==> src/verilog/adcseq_regs.svh <==
`ifndef ADCSEQ_REGS_SVH
`define ADCSEQ_REGS_SVH

// Register word addresses
`define ADCSEQ_CTRL_OFS   4'h0
`define ADCSEQ_CLK_OFS    4'h4

// Control word fields
`define ADCSEQ_ON_BIT     15
`define ADCSEQ_RISE_BIT   8
`define ADCSEQ_SRC_HI     7
`define ADCSEQ_SRC_LO     4
`define ADCSEQ_AUTO_BIT   2
`define ADCSEQ_SAMPLE_ACTIVE_BIT   1
`define ADCSEQ_DONE_BIT   0

// Clock word fields
`define ADCSEQ_RC_BIT     15
`define ADCSEQ_STC_HI     12
`define ADCSEQ_STC_LO     8
`define ADCSEQ_PRE_HI     7
`define ADCSEQ_PRE_LO     0

// Reset values
`define ADCSEQ_CTRL_RST   16'h0000
`define ADCSEQ_CLK_RST    16'h0000

// Trigger source codes
`define ADCSEQ_SRC_SW     4'h0
`define ADCSEQ_SRC_PIN    4'h1
`define ADCSEQ_SRC_TMR    4'h2
`define ADCSEQ_SRC_AUTO   4'h7

// Conversion length in conversion clock periods
`define ADCSEQ_CONV_TAD   5'h0C

`endif

==> src/verilog/adcseq_pkg.sv <==
`default_nettype none
package adcseq_pkg;

  // Sequencer phases
  typedef enum logic [1:0] {
    ADCSEQ_IDLE,
    ADCSEQ_SAMPLE,
    ADCSEQ_CONVERT
  } adcseq_state_t;

  // Register port request
  typedef struct packed {
    logic [3:0]  addr;
    logic [15:0] wdata;
    logic        wr;
    logic        rd;
  } adcseq_bus_t;

  // Conversion clock generator state
  typedef struct packed {
    logic [7:0] div;
    logic       s1;
    logic       s2;
    logic       s3;
    logic       lvl;
    logic       tick;
  } adcseq_tad_st_t;

  // Sequencer state
  typedef struct packed {
    adcseq_state_t state;
    logic          on;
    logic          rise;
    logic [3:0]    src;
    logic          auto_smp;
    logic          sample_active;
    logic          done;
    logic          rc_sel;
    logic [4:0]    stc;
    logic [7:0]    pre;
    logic [4:0]    cnt;
    logic          p1;
    logic          p2;
    logic          p3;
    logic          plvl;
    logic          tmr_eq;
    logic [15:0]   rdata;
    logic          sampling;
    logic          converting;
    logic          conv_start;
    logic          result_write;
    logic          chan_adv;
    logic          abort;
  } adcseq_st_t;

endpackage
`default_nettype wire

==> src/verilog/adcseq_tad_gen.sv <==
`timescale 1ns/1ps
`default_nettype none
`include "adcseq_regs.svh"
module adcseq_tad_gen import adcseq_pkg::*; (
  // Clock and reset
  input  wire logic       clk,
  input  wire logic       rst_b,
  input  wire logic       ce,
  // Configuration
  input  wire logic       enable,
  input  wire logic       rc_sel,
  input  wire logic [7:0] prescale,
  // RC oscillator pin
  input  wire logic       rc_osc,
  // One pulse per conversion clock period
  output logic            tick
);

  adcseq_tad_st_t q;
  adcseq_tad_st_t n;

  ////////////////////////////////////////////////////////////////////////
  // Divider or synchronised RC edge; stopped while powered down
  always_comb begin
    n      = q;
    n.tick = 1'b0;
    n.s1   = rc_osc;
    n.s2   = q.s1;
    n.s3   = q.s2;
    if (q.s2 == q.s3) begin
      n.lvl = q.s3;
    end
    if (!enable) begin
      n.div = 8'h00;
    end else if (rc_sel) begin
      n.tick = (q.s2 == q.s3) && q.s3 && !q.lvl;
    end else if (q.div >= prescale) begin
      // Period is prescale plus one system clocks
      n.div  = 8'h00;
      n.tick = 1'b1;
    end else begin
      n.div = q.div + 8'h01;
    end
  end

  // State register, frozen while ce is low
  always_ff @(posedge clk or negedge rst_b) begin
    if (!rst_b) begin
      q <= '0;
    end else if (ce) begin
      q <= n;
    end
  end

  assign tick = q.tick;

endmodule // adcseq_tad_gen
`default_nettype wire

==> src/verilog/adcseq_core.sv <==
`timescale 1ns/1ps
`default_nettype none
`include "adcseq_regs.svh"

////////////////////////////////////////////////////////////////////////
// Overview of operation
// - Setting sample_active with auto sampling off starts sampling.
// - Software source: clearing sample_active ends sampling and starts conversion.
// - Manual mode: no new sampling until software sets sample_active again.
// - Auto sampling: a new sampling phase starts when each conversion completes.
// - Auto sampling moves on to the next selected channel.
// - Auto with software source: hardware sets sample_active after conversion.
// - Done clears when sample_active clears, marking conversion start.
// - Inactive shows sample_active zero with done one.
// - Clearing auto enable finishes the sequence, then sampling stops.
// - Trigger source field at control bits 7 to 4 selects the event.
// - Clocked source counts sample_time_count periods, then converts.
// - Code 0111 with auto sampling runs sequences continuously.
// - Conversion clock from RC oscillator or prescaled instruction clock.
// - Each conversion lasts twelve conversion clock periods.
// - Up to sixteen event sources can end sampling.
// - Code 0001: programmable edge on the interrupt pin starts conversion.
// - Code 0010: 32-bit timer count matching its period starts conversion.
// - Converter off: powered down, registers keep their contents.
// - Turning off mid-conversion aborts it without a result write.
module adcseq_core import adcseq_pkg::*; (
  // Clock and reset
  input  wire logic        clk,
  input  wire logic        rst_b,
  input  wire logic        ce,
  // Register port
  input  wire adcseq_bus_t bus,
  output logic [15:0]      rd_data,
  // Trigger sources
  input  wire logic [15:0] ext_trig,
  input  wire logic        ext_int_pin,
  input  wire logic [31:0] paired_timer_count,
  input  wire logic [31:0] paired_timer_period,
  // RC oscillator pin
  input  wire logic        rc_osc,
  // Converter control
  output logic             powered,
  output logic             sampling,
  output logic             converting,
  output logic             conv_start,
  output logic             result_write,
  output logic             chan_advance,
  output logic             conv_abort
);

  adcseq_st_t q;
  adcseq_st_t n;
  // Conversion clock tick and trigger events
  logic       tad_tick;
  logic       sw_clr;
  logic       pin_edge;
  logic       tmr_evt;
  logic       stc_hit;
  logic [15:0] trig_vec;
  logic       trig;

  // Register address match
  function automatic logic reg_hit(input logic [3:0] a, input logic [3:0] ofs);
    reg_hit = (a == ofs);
  endfunction

  // Register read image
  function automatic logic [15:0] rd_word(input logic [3:0] a, input adcseq_st_t s);
    logic [15:0] w;
    w = 16'h0000;
    if (reg_hit(a, `ADCSEQ_CTRL_OFS)) begin
      w[`ADCSEQ_ON_BIT]                 = s.on;
      w[`ADCSEQ_RISE_BIT]               = s.rise;
      w[`ADCSEQ_SRC_HI:`ADCSEQ_SRC_LO] = s.src;
      w[`ADCSEQ_AUTO_BIT]               = s.auto_smp;
      w[`ADCSEQ_SAMPLE_ACTIVE_BIT]               = s.sample_active;
      w[`ADCSEQ_DONE_BIT]               = s.done;
    end else if (reg_hit(a, `ADCSEQ_CLK_OFS)) begin
      w[`ADCSEQ_RC_BIT]                 = s.rc_sel;
      w[`ADCSEQ_STC_HI:`ADCSEQ_STC_LO] = s.stc;
      w[`ADCSEQ_PRE_HI:`ADCSEQ_PRE_LO] = s.pre;
    end
    rd_word = w;
  endfunction

  ////////////////////////////////////////////////////////////////////////
  // Conversion clock; gated off with the converter to save power
  adcseq_tad_gen u_tad (
    .clk      (clk),
    .rst_b    (rst_b),
    .ce       (ce),
    .enable   (q.on),
    .rc_sel   (q.rc_sel),
    .prescale (q.pre),
    .rc_osc   (rc_osc),
    .tick     (tad_tick)
  );

  ////////////////////////////////////////////////////////////////////////
  // Event sources, computed from registered state, the bus write, the timer inputs and ext_trig
  always_comb begin
    sw_clr   = bus.wr && reg_hit(bus.addr, `ADCSEQ_CTRL_OFS)
               && !bus.wdata[`ADCSEQ_SAMPLE_ACTIVE_BIT];
    // Edge counts once the last two sync stages agree
    pin_edge = (q.p2 == q.p3) && (q.p3 != q.plvl) && (q.p3 == q.rise);
    tmr_evt  = (paired_timer_count == paired_timer_period) && !q.tmr_eq;
    // A count of one fires on the first tick after sampling starts
    stc_hit  = tad_tick && ((q.cnt + 5'h01) == q.stc);
    // Sixteen-way selector, fixed sources overlaid
    trig_vec                     = ext_trig;
    trig_vec[`ADCSEQ_SRC_SW]     = sw_clr;
    trig_vec[`ADCSEQ_SRC_PIN]    = pin_edge;
    trig_vec[`ADCSEQ_SRC_TMR]    = tmr_evt;
    trig_vec[`ADCSEQ_SRC_AUTO]   = stc_hit;
    trig                         = trig_vec[q.src];
  end

  ////////////////////////////////////////////////////////////////////////
  // Next state: registers, synchronisers, sequencer
  always_comb begin
    n              = q;
    n.conv_start   = 1'b0;
    n.result_write = 1'b0;
    n.chan_adv     = 1'b0;
    n.abort        = 1'b0;
    n.rdata        = 16'h0000;
    n.p1           = ext_int_pin;
    n.p2           = q.p1;
    n.p3           = q.p2;
    if (q.p2 == q.p3) begin
      n.plvl = q.p3;
    end
    // Remembered so that a match lasting several cycles fires once
    n.tmr_eq = (paired_timer_count == paired_timer_period);

    // Software writes; done is read only
    if (bus.wr && reg_hit(bus.addr, `ADCSEQ_CTRL_OFS)) begin
      n.on       = bus.wdata[`ADCSEQ_ON_BIT];
      n.rise     = bus.wdata[`ADCSEQ_RISE_BIT];
      n.src      = bus.wdata[`ADCSEQ_SRC_HI:`ADCSEQ_SRC_LO];
      n.auto_smp = bus.wdata[`ADCSEQ_AUTO_BIT];
      n.sample_active     = bus.wdata[`ADCSEQ_SAMPLE_ACTIVE_BIT];
    end
    if (bus.wr && reg_hit(bus.addr, `ADCSEQ_CLK_OFS)) begin
      n.rc_sel = bus.wdata[`ADCSEQ_RC_BIT];
      n.stc    = bus.wdata[`ADCSEQ_STC_HI:`ADCSEQ_STC_LO];
      n.pre    = bus.wdata[`ADCSEQ_PRE_HI:`ADCSEQ_PRE_LO];
    end
    if (bus.rd) begin
      n.rdata = rd_word(bus.addr, q);
    end

    // Hardware updates follow the write, so a hardware set wins
    case (q.state)
      ADCSEQ_IDLE: begin
        // Off: nothing runs, register contents stay
        // Auto enable also starts the free-running clocked mode
        if (q.on && (q.sample_active || q.auto_smp)) begin
          n.sample_active  = 1'b1;
          n.state = ADCSEQ_SAMPLE;
          n.cnt   = 5'h00;
        end
      end
      ADCSEQ_SAMPLE: begin
        // Power down ends sampling with no conversion
        if (!q.on) begin
          n.state = ADCSEQ_IDLE;
        end else if (trig) begin
          // Done drops together with sample_active
          n.sample_active       = 1'b0;
          n.done       = 1'b0;
          n.state      = ADCSEQ_CONVERT;
          n.cnt        = 5'h00;
          n.conv_start = 1'b1;
        end else if (!n.sample_active) begin
          // Other sources: clearing only stops sampling
          n.state = ADCSEQ_IDLE;
        end else if (tad_tick) begin
          n.cnt = q.cnt + 5'h01;
        end
      end
      ADCSEQ_CONVERT: begin
        if (!q.on) begin
          // No result strobe, buffer keeps its old word
          n.abort = 1'b1;
          n.state = ADCSEQ_IDLE;
        end else if (tad_tick) begin
          // Counts conversion clock periods, never system clocks
          if (q.cnt == (`ADCSEQ_CONV_TAD - 5'h01)) begin
            n.done         = 1'b1;
            n.result_write = 1'b1;
            // During a run auto enable is sampled only here, so clearing it mid-run stops later
            if (q.auto_smp) begin
              n.sample_active     = 1'b1;
              n.state    = ADCSEQ_SAMPLE;
              n.chan_adv = 1'b1;
              n.cnt      = 5'h00;
            end else begin
              n.state = ADCSEQ_IDLE;
            end
          end else begin
            n.cnt = q.cnt + 5'h01;
          end
        end
      end
      default: begin
        n.state = ADCSEQ_IDLE;
      end
    endcase
    n.sampling   = (n.state == ADCSEQ_SAMPLE);
    n.converting = (n.state == ADCSEQ_CONVERT);
  end

  // State register, frozen while ce is low
  always_ff @(posedge clk or negedge rst_b) begin
    if (!rst_b) begin
      // Reset fields from the reset words, cut to their widths
      q      <= '0;
      q.src  <= 4'(`ADCSEQ_CTRL_RST >> `ADCSEQ_SRC_LO);
      q.pre  <= 8'(`ADCSEQ_CLK_RST);
    end else if (ce) begin
      q <= n;
    end
  end

  // Outputs straight from flops
  assign rd_data      = q.rdata;
  assign powered      = q.on;
  assign sampling     = q.sampling;
  assign converting   = q.converting;
  assign conv_start   = q.conv_start;
  assign result_write = q.result_write;
  assign chan_advance = q.chan_adv;
  assign conv_abort   = q.abort;
endmodule // adcseq_core
`default_nettype wire

==> config.mk <==
export PLATFORM = sky130hd
export DESIGN_NAME = adcseq_core
export DESIGN_NICKNAME = d
export VERILOG_FILES = /design/src/verilog/adcseq_pkg.sv /design/src/verilog/adcseq_tad_gen.sv /design/src/verilog/adcseq_core.sv
export VERILOG_INCLUDE_DIRS = /design/src /design/src/verilog
export SDC_FILE = /design/constraint.sdc
export NUM_CORES = 1
export LEC_CHECK = 0
export ABC_AREA = 1
export BUFFER_PORTS_ARGS = -buffer_cell sky130_fd_sc_hd__clkbuf_2
export CAP_MARGIN = 15
export CORE_MARGIN = 2
export CORE_UTILIZATION = 47
export DETAILED_ROUTE_END_ITERATION = 12
export HOLD_SLACK_MARGIN = 0.1
export PLACE_DENSITY = 0.79
export REMOVE_ABC_BUFFERS = 1
export SYNTH_ARGS = -nofsm -noshare
export SYNTH_HDL_FRONTEND = slang
export SYNTH_SLANG_ARGS = --single-unit
==> constraint.sdc <==
create_clock -name clk -period 1.7 [get_ports clk]
set_clock_uncertainty 0.1 [all_clocks]
set_input_delay 0.255 -clock clk [delete_from_list [all_inputs] [get_ports clk]]
set_output_delay 0.255 -clock clk [all_outputs]
set_load 0.1 [all_outputs]
==> impl_metrics.py, run 1 <==
metrics = {
    "cells_and_area": {
        "instances_no_fill": 874,
        "final_nets": 884,
        "final_layout_size_suffix_gt1_frac": 0.3551,
        "diodes": 0,
        "multiInputGateArea_um2": 2401,
        "finish.utilization": 0.6853,
        "finalInstanceArea_um2": 6035,
        "area_growth_pct": 39.92,
        "register_area_um2": 1703,
        "fill_cells": 681,
    },
    "timing": {
        "setup_ws_ns": -0.2365,
        "rsz0062_at_grt": "true",
        "fmax_mhz": 516.4,
        "fin_crit_sh": 1.139,
        "setup_tns_ns": -2.911,
        "finalSetupViolCount": 21,
        "min_period_ns": 1.936,
        "relSlewSlack": 0.6244,
        "whs_ns": 0.1081,
        "hold_violations": 0,
        "worst_slew_pin_slew_ns": 0.5658,
        "maxSlewViolCount": 0,
    },
    "global_route": {
        "grt_pass1_wl_um": 20180,
        "first_global_vias": 4475,
        "grt_usage": 0.2496,
        "antenna_found_initial": 0,
        "grt_start_max_net_pins": 69,
        "grt-ovfl-total": 0,
    },
    "cts": {
        "cts_inserted_buffers": 9,
        "clock_latency_ns": 0.35,
        "clk_pin_slew_ns": 0.08,
        "root_buffer": "clkbuf_8",
        "cts_sinks": 68,
        "clockBufferDepth": 2,
        "htreeDepth": 3,
        "cts_tree": "yes",
    },
    "critical_path": {
        "end_kind": "flip-flop",
        "cp_num_buf_inv": 3,
        "critPathSlowestCell": "dfrtp_2",
        "crit_chain": "buf_6, nor2_2, and3_4, inv_1, nor2_2, inv_2, nand2_1, nor2_1, a211oi_1, nand2_2, nand2_2, o21ai_1",
        "cpPeakStageDelay_ns": 0.47,
        "arrival_ns": 2.07,
        "crit_fanout": 5,
        "critical-path-top-delay-family": "simple AND/OR/NAND/NOR gates",
        "crit_path_start_kind": "flip-flop",
        "required_ns": 1.83,
        "path_class": "flip-flop to flip-flop",
    },
    "placement": {
        "portBuffers": 121,
        "place_congestion": 0.9191,
        "placed_area_um2": 5430,
        "hpwl_um": 9080,
        "dp_slack_ns": -0.3654,
        "dp_cells": 841,
    },
    "floorplanning": {
        "rows": 34,
        "initial_utilization": 0.4898,
        "die-area_um2": 9959,
        "num_io_pins": 130,
        "die_h_um": 99.80,
        "core-area_um2": 8806,
        "die_w_um": 99.80,
    },
    "synth": {
        "synth.distinct_cells": 44,
        "syn_inst": 571,
        "synth_area_um2": 4313,
        "seq_area_frac_synth": 0.3945,
        "syn_avg_cell_area_um2": 7.553,
        "yosys_warnings": 0,
        "ys_ff_latch": 68,
        "synthTopCellsByArea": "dfrtp_1 (39%), nand2_1 (14%), inv_1 (7.1%)",
        "yosys.area.top_type_share": 0.3945,
        "synth_top_area_cell": "dfrtp_1",
        "synth_flop_cell": "dfrtp_1",
        "synth-edff-count": 0,
        "async_flop_share": 1.000,
    },
    "status": {
        "violations": "setup timing",
        "status": "finished with violations",
    },
    "detailed_routing": {
        "via_count": 4461,
        "vias_per_cell": 5.104,
        "wl_um": 12380,
        "firstDrtPassIters": 6,
        "ant_nets": 0,
        "post_drt_wl_per_cell_um": 14.17,
        "drcViolationCount": 0,
        "drt_iter0_markers": 342,
    },
    "power": {
        "p_per_area_nw_per_um2": 902.7,
        "ir_drop_v": 0.0005294,
        "total_power_mw": 5.447,
        "comb_power_share": 0.413,
        "p_int_mw": 3.317,
        "p_seq_frac": 0.365,
        "switchingPower_mw": 2.130,
        "power_leakage_nw": 3.146,
        "pwr-share-clk": 0.222,
        "p_sw_frac": 0.3910,
    },
    "hold_path": {
        "hold_class": "input port to flip-flop",
    },
    "run": {
        "drv_cap": 0,
    },
}
[layer usage]
metal	global-route usage	wire [um]	part of all wire	vias to the layer above
met5	0	0	0	-
met1	0.3167	5050	0.41	2055
met2	0.4330	6340	0.51	177
met3	0.04109	646	0.052	39
li1	-	-	-	2190
met4	0.08746	346	0.028	0
[power by group through the flow]
stage | combinational [mW] | clock (mW) | sequential (mW)
finish | 2.25 | 1.21 | 1.99
global route | 2.46 | 1.28 | 2.01
CTS | 2.09 | 1.22 | 1.97
detailed placement | 1.99 | 0 | 2.00
global placement | 1.93 | 0 | 1.99
floorplan | 0.947 | 0 | 2.22
[sequential cells by signal (all words and copies together) (netlist names)]
name and flops:
n 2, u_tad.n 2, result_write 1, u_tad.q 10, conv_abort 1, chan_advance 1, powered 1, q 32
rd_data 14, sampling 1, conv_start 1, u_tad.tick 1, converting 1
[synthesized netlist by cell type (2+ instances only)]
cell      instances
o211ai_1          2
nor3_1            4
a21oi_1          22
a22o_1            3
nor2_1           44
nand2_4           3
inv_1            82
clkinv_1          2
a22oi_1           2
xnor2_1          23
o21ai_0          46
o31ai_1           2
nand2_1         157
buf_2             4
o21ai_2           2
o221ai_1          2
nand3_1          15
xor2_1            6
dfrtp_1          68
a32o_1            5
clkbuf_1          6
mux2_2            2
nand4_1           3
ha_1             15
o21ai_1           7
nand2_2           5
o22ai_1           4
a32oi_1           2
nand3_2           3
buf_4            16
[kinds of logic (layout without fill, tap and decap cells)]
kind of cell / after synthesis / count (layout) / synth area share
flip-flops: 68 / 68 / 0.3945
adder cells (fa/ha/maj): 15 / 15 / 0.04352
AND/OR/NAND/NOR: 241 / 242 / 0.2420
multiplexers: 2 / 2 / 0.005222
AO/OA/AOI/OAI: 105 / 105 / 0.1442
buffers and inverters: 110 / 303 / 0.1108
other: 1 / 2 / 0.0008695
XOR/XNOR: 29 / 29 / 0.05889
[final cells by class]
type | instances | share of cell area
Multi-Input combinational cell | 395 | 0.3979
Sequential cell | 68 | 0.2822
Timing Repair Buffer | 204 | 0.2173
Inverter | 84 | 0.05225
Clock buffer | 13 | 0.02633
Tap cell | 108 | 0.02239
Clock inverter | 2 | 0.001659
[worst paths after layout]
path | startpoint | end | slack [ns] | cells past startpoint
worst min register to register | n[25] | n[25] | 0.38 | 2
worst max-delay path | q[29] | q[55] | -0.24 | 12
max in group asynchronous | rst_b | q[29] | 0.81 | 3
worst min-delay path | bus[9] | q[52] | 0.11 | 3
worst max register to register | q[29] | q[55] | -0.24 | 12
min in group asynchronous | rst_b | q[42] | 0.36 | 3
[placed cells by master, fill, tap and decap left out, types with 3 or more instances in the layout]
cell type	netlist	routed
a21oi_1	22	19
buf_4	16	65
o21ai_2	2	4
nor2_1	44	39
inv_1	82	76
nand2_4	3	6
nor2_2	1	3
a22o_1	3	3
ha_1	15	9
nand3_1	15	10
buf_12	0	3
nand4_1	3	3
clkbuf_8	0	11
dfrtp_1	68	67
clkbuf_2	0	120
a32o_1	5	5
o21ai_1	7	14
xnor2_1	23	23
xor2_1	6	4
nand3_2	3	7
a21oi_2	1	4
inv_2	0	6
ha_4	0	6
nor2_4	1	4
dlygate4sd3_1	0	14
nand2_2	5	14
nand2_1	157	146
o21ai_0	46	37
nor3_1	4	3
[worst min-delay path, delay by kind of cell]
kind	cells	cell delay [ns]
buffers and inverters	2	0.16
AOI/OAI and AO/OA	1	0.09
[timing repair]
item	in CTS	in global routing
gates cloned	1	0
endpoints found under the hold margin	86	0
hold buffers	14	0
setup buffers	1	2
setup endpoints to repair	21	22
pin swaps	7	15
gates resized for setup	20	46
(Power assumes the default switching activity.)
==> run 2: changes to the inputs <==
MAX_ROUTING_LAYER = met4   (was unset)
==> impl_metrics.py, run 2 (synthesis gave the netlist of run 1 again) <==
metrics = {
    "global_route": {
        "antenna_found_initial": 0,
        "grt_pass1_wl_um": 20420,
        "grt_start_max_net_pins": 69,
        "grt_usage": 0.2630,
        "grt-ovfl-total": 0,
        "first_global_vias": 4554,
    },
    "placement": {
        "dp_slack_ns": -0.3888,
        "portBuffers": 121,
        "placed_area_um2": 5430,
        "hpwl_um": 9135,
        "place_congestion": 0.9103,
    },
    "cts": {
        "root_buffer": "clkbuf_8",
        "cts_inserted_buffers": 9,
        "htreeDepth": 3,
        "clk_pin_slew_ns": 0.07,
        "cts_tree": "yes",
        "clock_latency_ns": 0.36,
        "cts_sinks": 68,
        "clockBufferDepth": 2,
    },
    "detailed_routing": {
        "firstDrtPassIters": 5,
        "wl_um": 12110,
        "via_count": 4454,
        "post_drt_wl_per_cell_um": 13.81,
        "drcViolationCount": 0,
        "vias_per_cell": 5.079,
        "drt_iter0_markers": 219,
        "ant_nets": 0,
    },
    "cells_and_area": {
        "finalInstanceArea_um2": 6067,
        "multiInputGateArea_um2": 2335,
        "layout.cells.most_common_list": "nand2_1 (152), clkbuf_2 (120), inv_1 (78)",
        "finish.utilization": 0.6890,
        "final_common_cell": "nand2_1",
        "final_layout_size_suffix_gt1_frac": 0.3459,
        "register_area_um2": 1703,
        "largest_register_ffs": 32,
        "fill_cells": 685,
        "final_nets": 886,
        "regMostFlops": "q",
        "area_growth_pct": 40.67,
        "diodes": 0,
    },
    "critical_path": {
        "crit_chain": "ha_4, nand3_2, xor2_2, nor2_1, nor3_1, nand2_1, nand2_1, nand2_1, nand2_2, nand2_4, nand3_2, nand2_4, nand2_1, o21ai_1",
        "end_kind": "flip-flop",
        "arrival_ns": 2.14,
        "cp_num_buf_inv": 0,
        "path_class": "flip-flop to flip-flop",
        "crit_path_start_kind": "flip-flop",
        "ff2ff_setup_slack_ns": -0.30,
        "cpPeakStageDelay_ns": 0.42,
        "worst_path_most_repeated_cell": "nand2_1",
        "crit_fanout": 5,
        "critical-path-top-delay-family": "simple AND/OR/NAND/NOR gates",
        "required_ns": 1.84,
        "critPathSlowestCell": "dfrtp_1",
    },
    "timing": {
        "hold_violations": 0,
        "rsz0062_at_grt": "true",
        "whs_ns": 0.1284,
        "finalSetupViolCount": 15,
        "worst_slew_pin_slew_ns": 0.5631,
        "setup_ws_ns": -0.3049,
        "fin_crit_sh": 1.179,
        "min_period_ns": 2.005,
        "fmax_mhz": 498.8,
        "relSlewSlack": 0.6262,
        "maxSlewViolCount": 0,
    },
    "power": {
        "ir_drop_v": 0.0004638,
        "power_leakage_nw": 3.184,
        "total_power_mw": 5.818,
        "p_per_area_nw_per_um2": 959.0,
    },
    "floorplanning": {
        "core-area_um2": 8806,
        "die_w_um": 99.80,
        "rows": 34,
        "die-area_um2": 9959,
        "initial_utilization": 0.4898,
        "die_h_um": 99.80,
        "num_io_pins": 130,
    },
    "status": {
        "status": "finished with violations",
        "violations": "setup timing",
    },
    "hold_path": {
        "hold_class": "input port to flip-flop",
    },
    "run": {
        "drv_cap": 0,
    },
}
[run 2: timing repair]
item                       CTS  global route
hold buffers                15             0
hold endpoints to repair    87             0
gates resized for setup     25            31
pin swaps                   21            11
cloned                       1             0
setup endpoints to repair   22            24
setup buffers                2             2
[run 2: where the power goes]
| group | total (mW) | internal [mW] | switching (mW) |
|---|---|---|---|
| clock | 1.61 | 0.968 | 0.646 |
| sequential | 1.99 | 1.81 | 0.178 |
| combinational | 2.22 | 0.903 | 1.31 |
| total | 5.82 | 3.68 | 2.14 |
[run 2: cell type report]
type	instances	share of cell area
Clock buffer	9	0.02042
Inverter	84	0.05259
Sequential cell	68	0.2807
Timing Repair Buffer	206	0.2203
Clock inverter	7	0.01897
Tap cell	108	0.02227
Multi-Input combinational cell	395	0.3848
[run 2: final timing paths]
check	cells after the start	from	end
setup / recovery	14	q[27]	q[28]
hold / removal	3	bus[7]	q[50]
setup reg to reg	14	q[27]	q[28]
hold reg to reg	2	n[25]	n[25]
max in group asynchronous	3	rst_b	rd_data[5]
min in group asynchronous	3	rst_b	q[44]
[run 2: worst reg2reg max path: cells and delay by family, from the launching register on]
family / cells / cell delay, ns
simple gates: 11 / 0.92
flops: 1 / 0.42
fa+ha+maj: 1 / 0.19
xor+xnor: 1 / 0.18
compound gates: 1 / 0.07
[run 2: metrics by stage]
step,std cells,TNS [ns]
after floorplan,546,-5.055
after global placement,841,-3.244
after detailed placement,841,-5.491
after CTS,875,-3.215
after global routing,877,-5.631
final,877,-3.288
[run 2: layer usage]
metal / track usage / share of wire
met1: 0.2974 / 0.41
met4: 0.09484 / 0.029
met5: - / 0
met2: 0.4584 / 0.51
met3: 0.05919 / 0.047
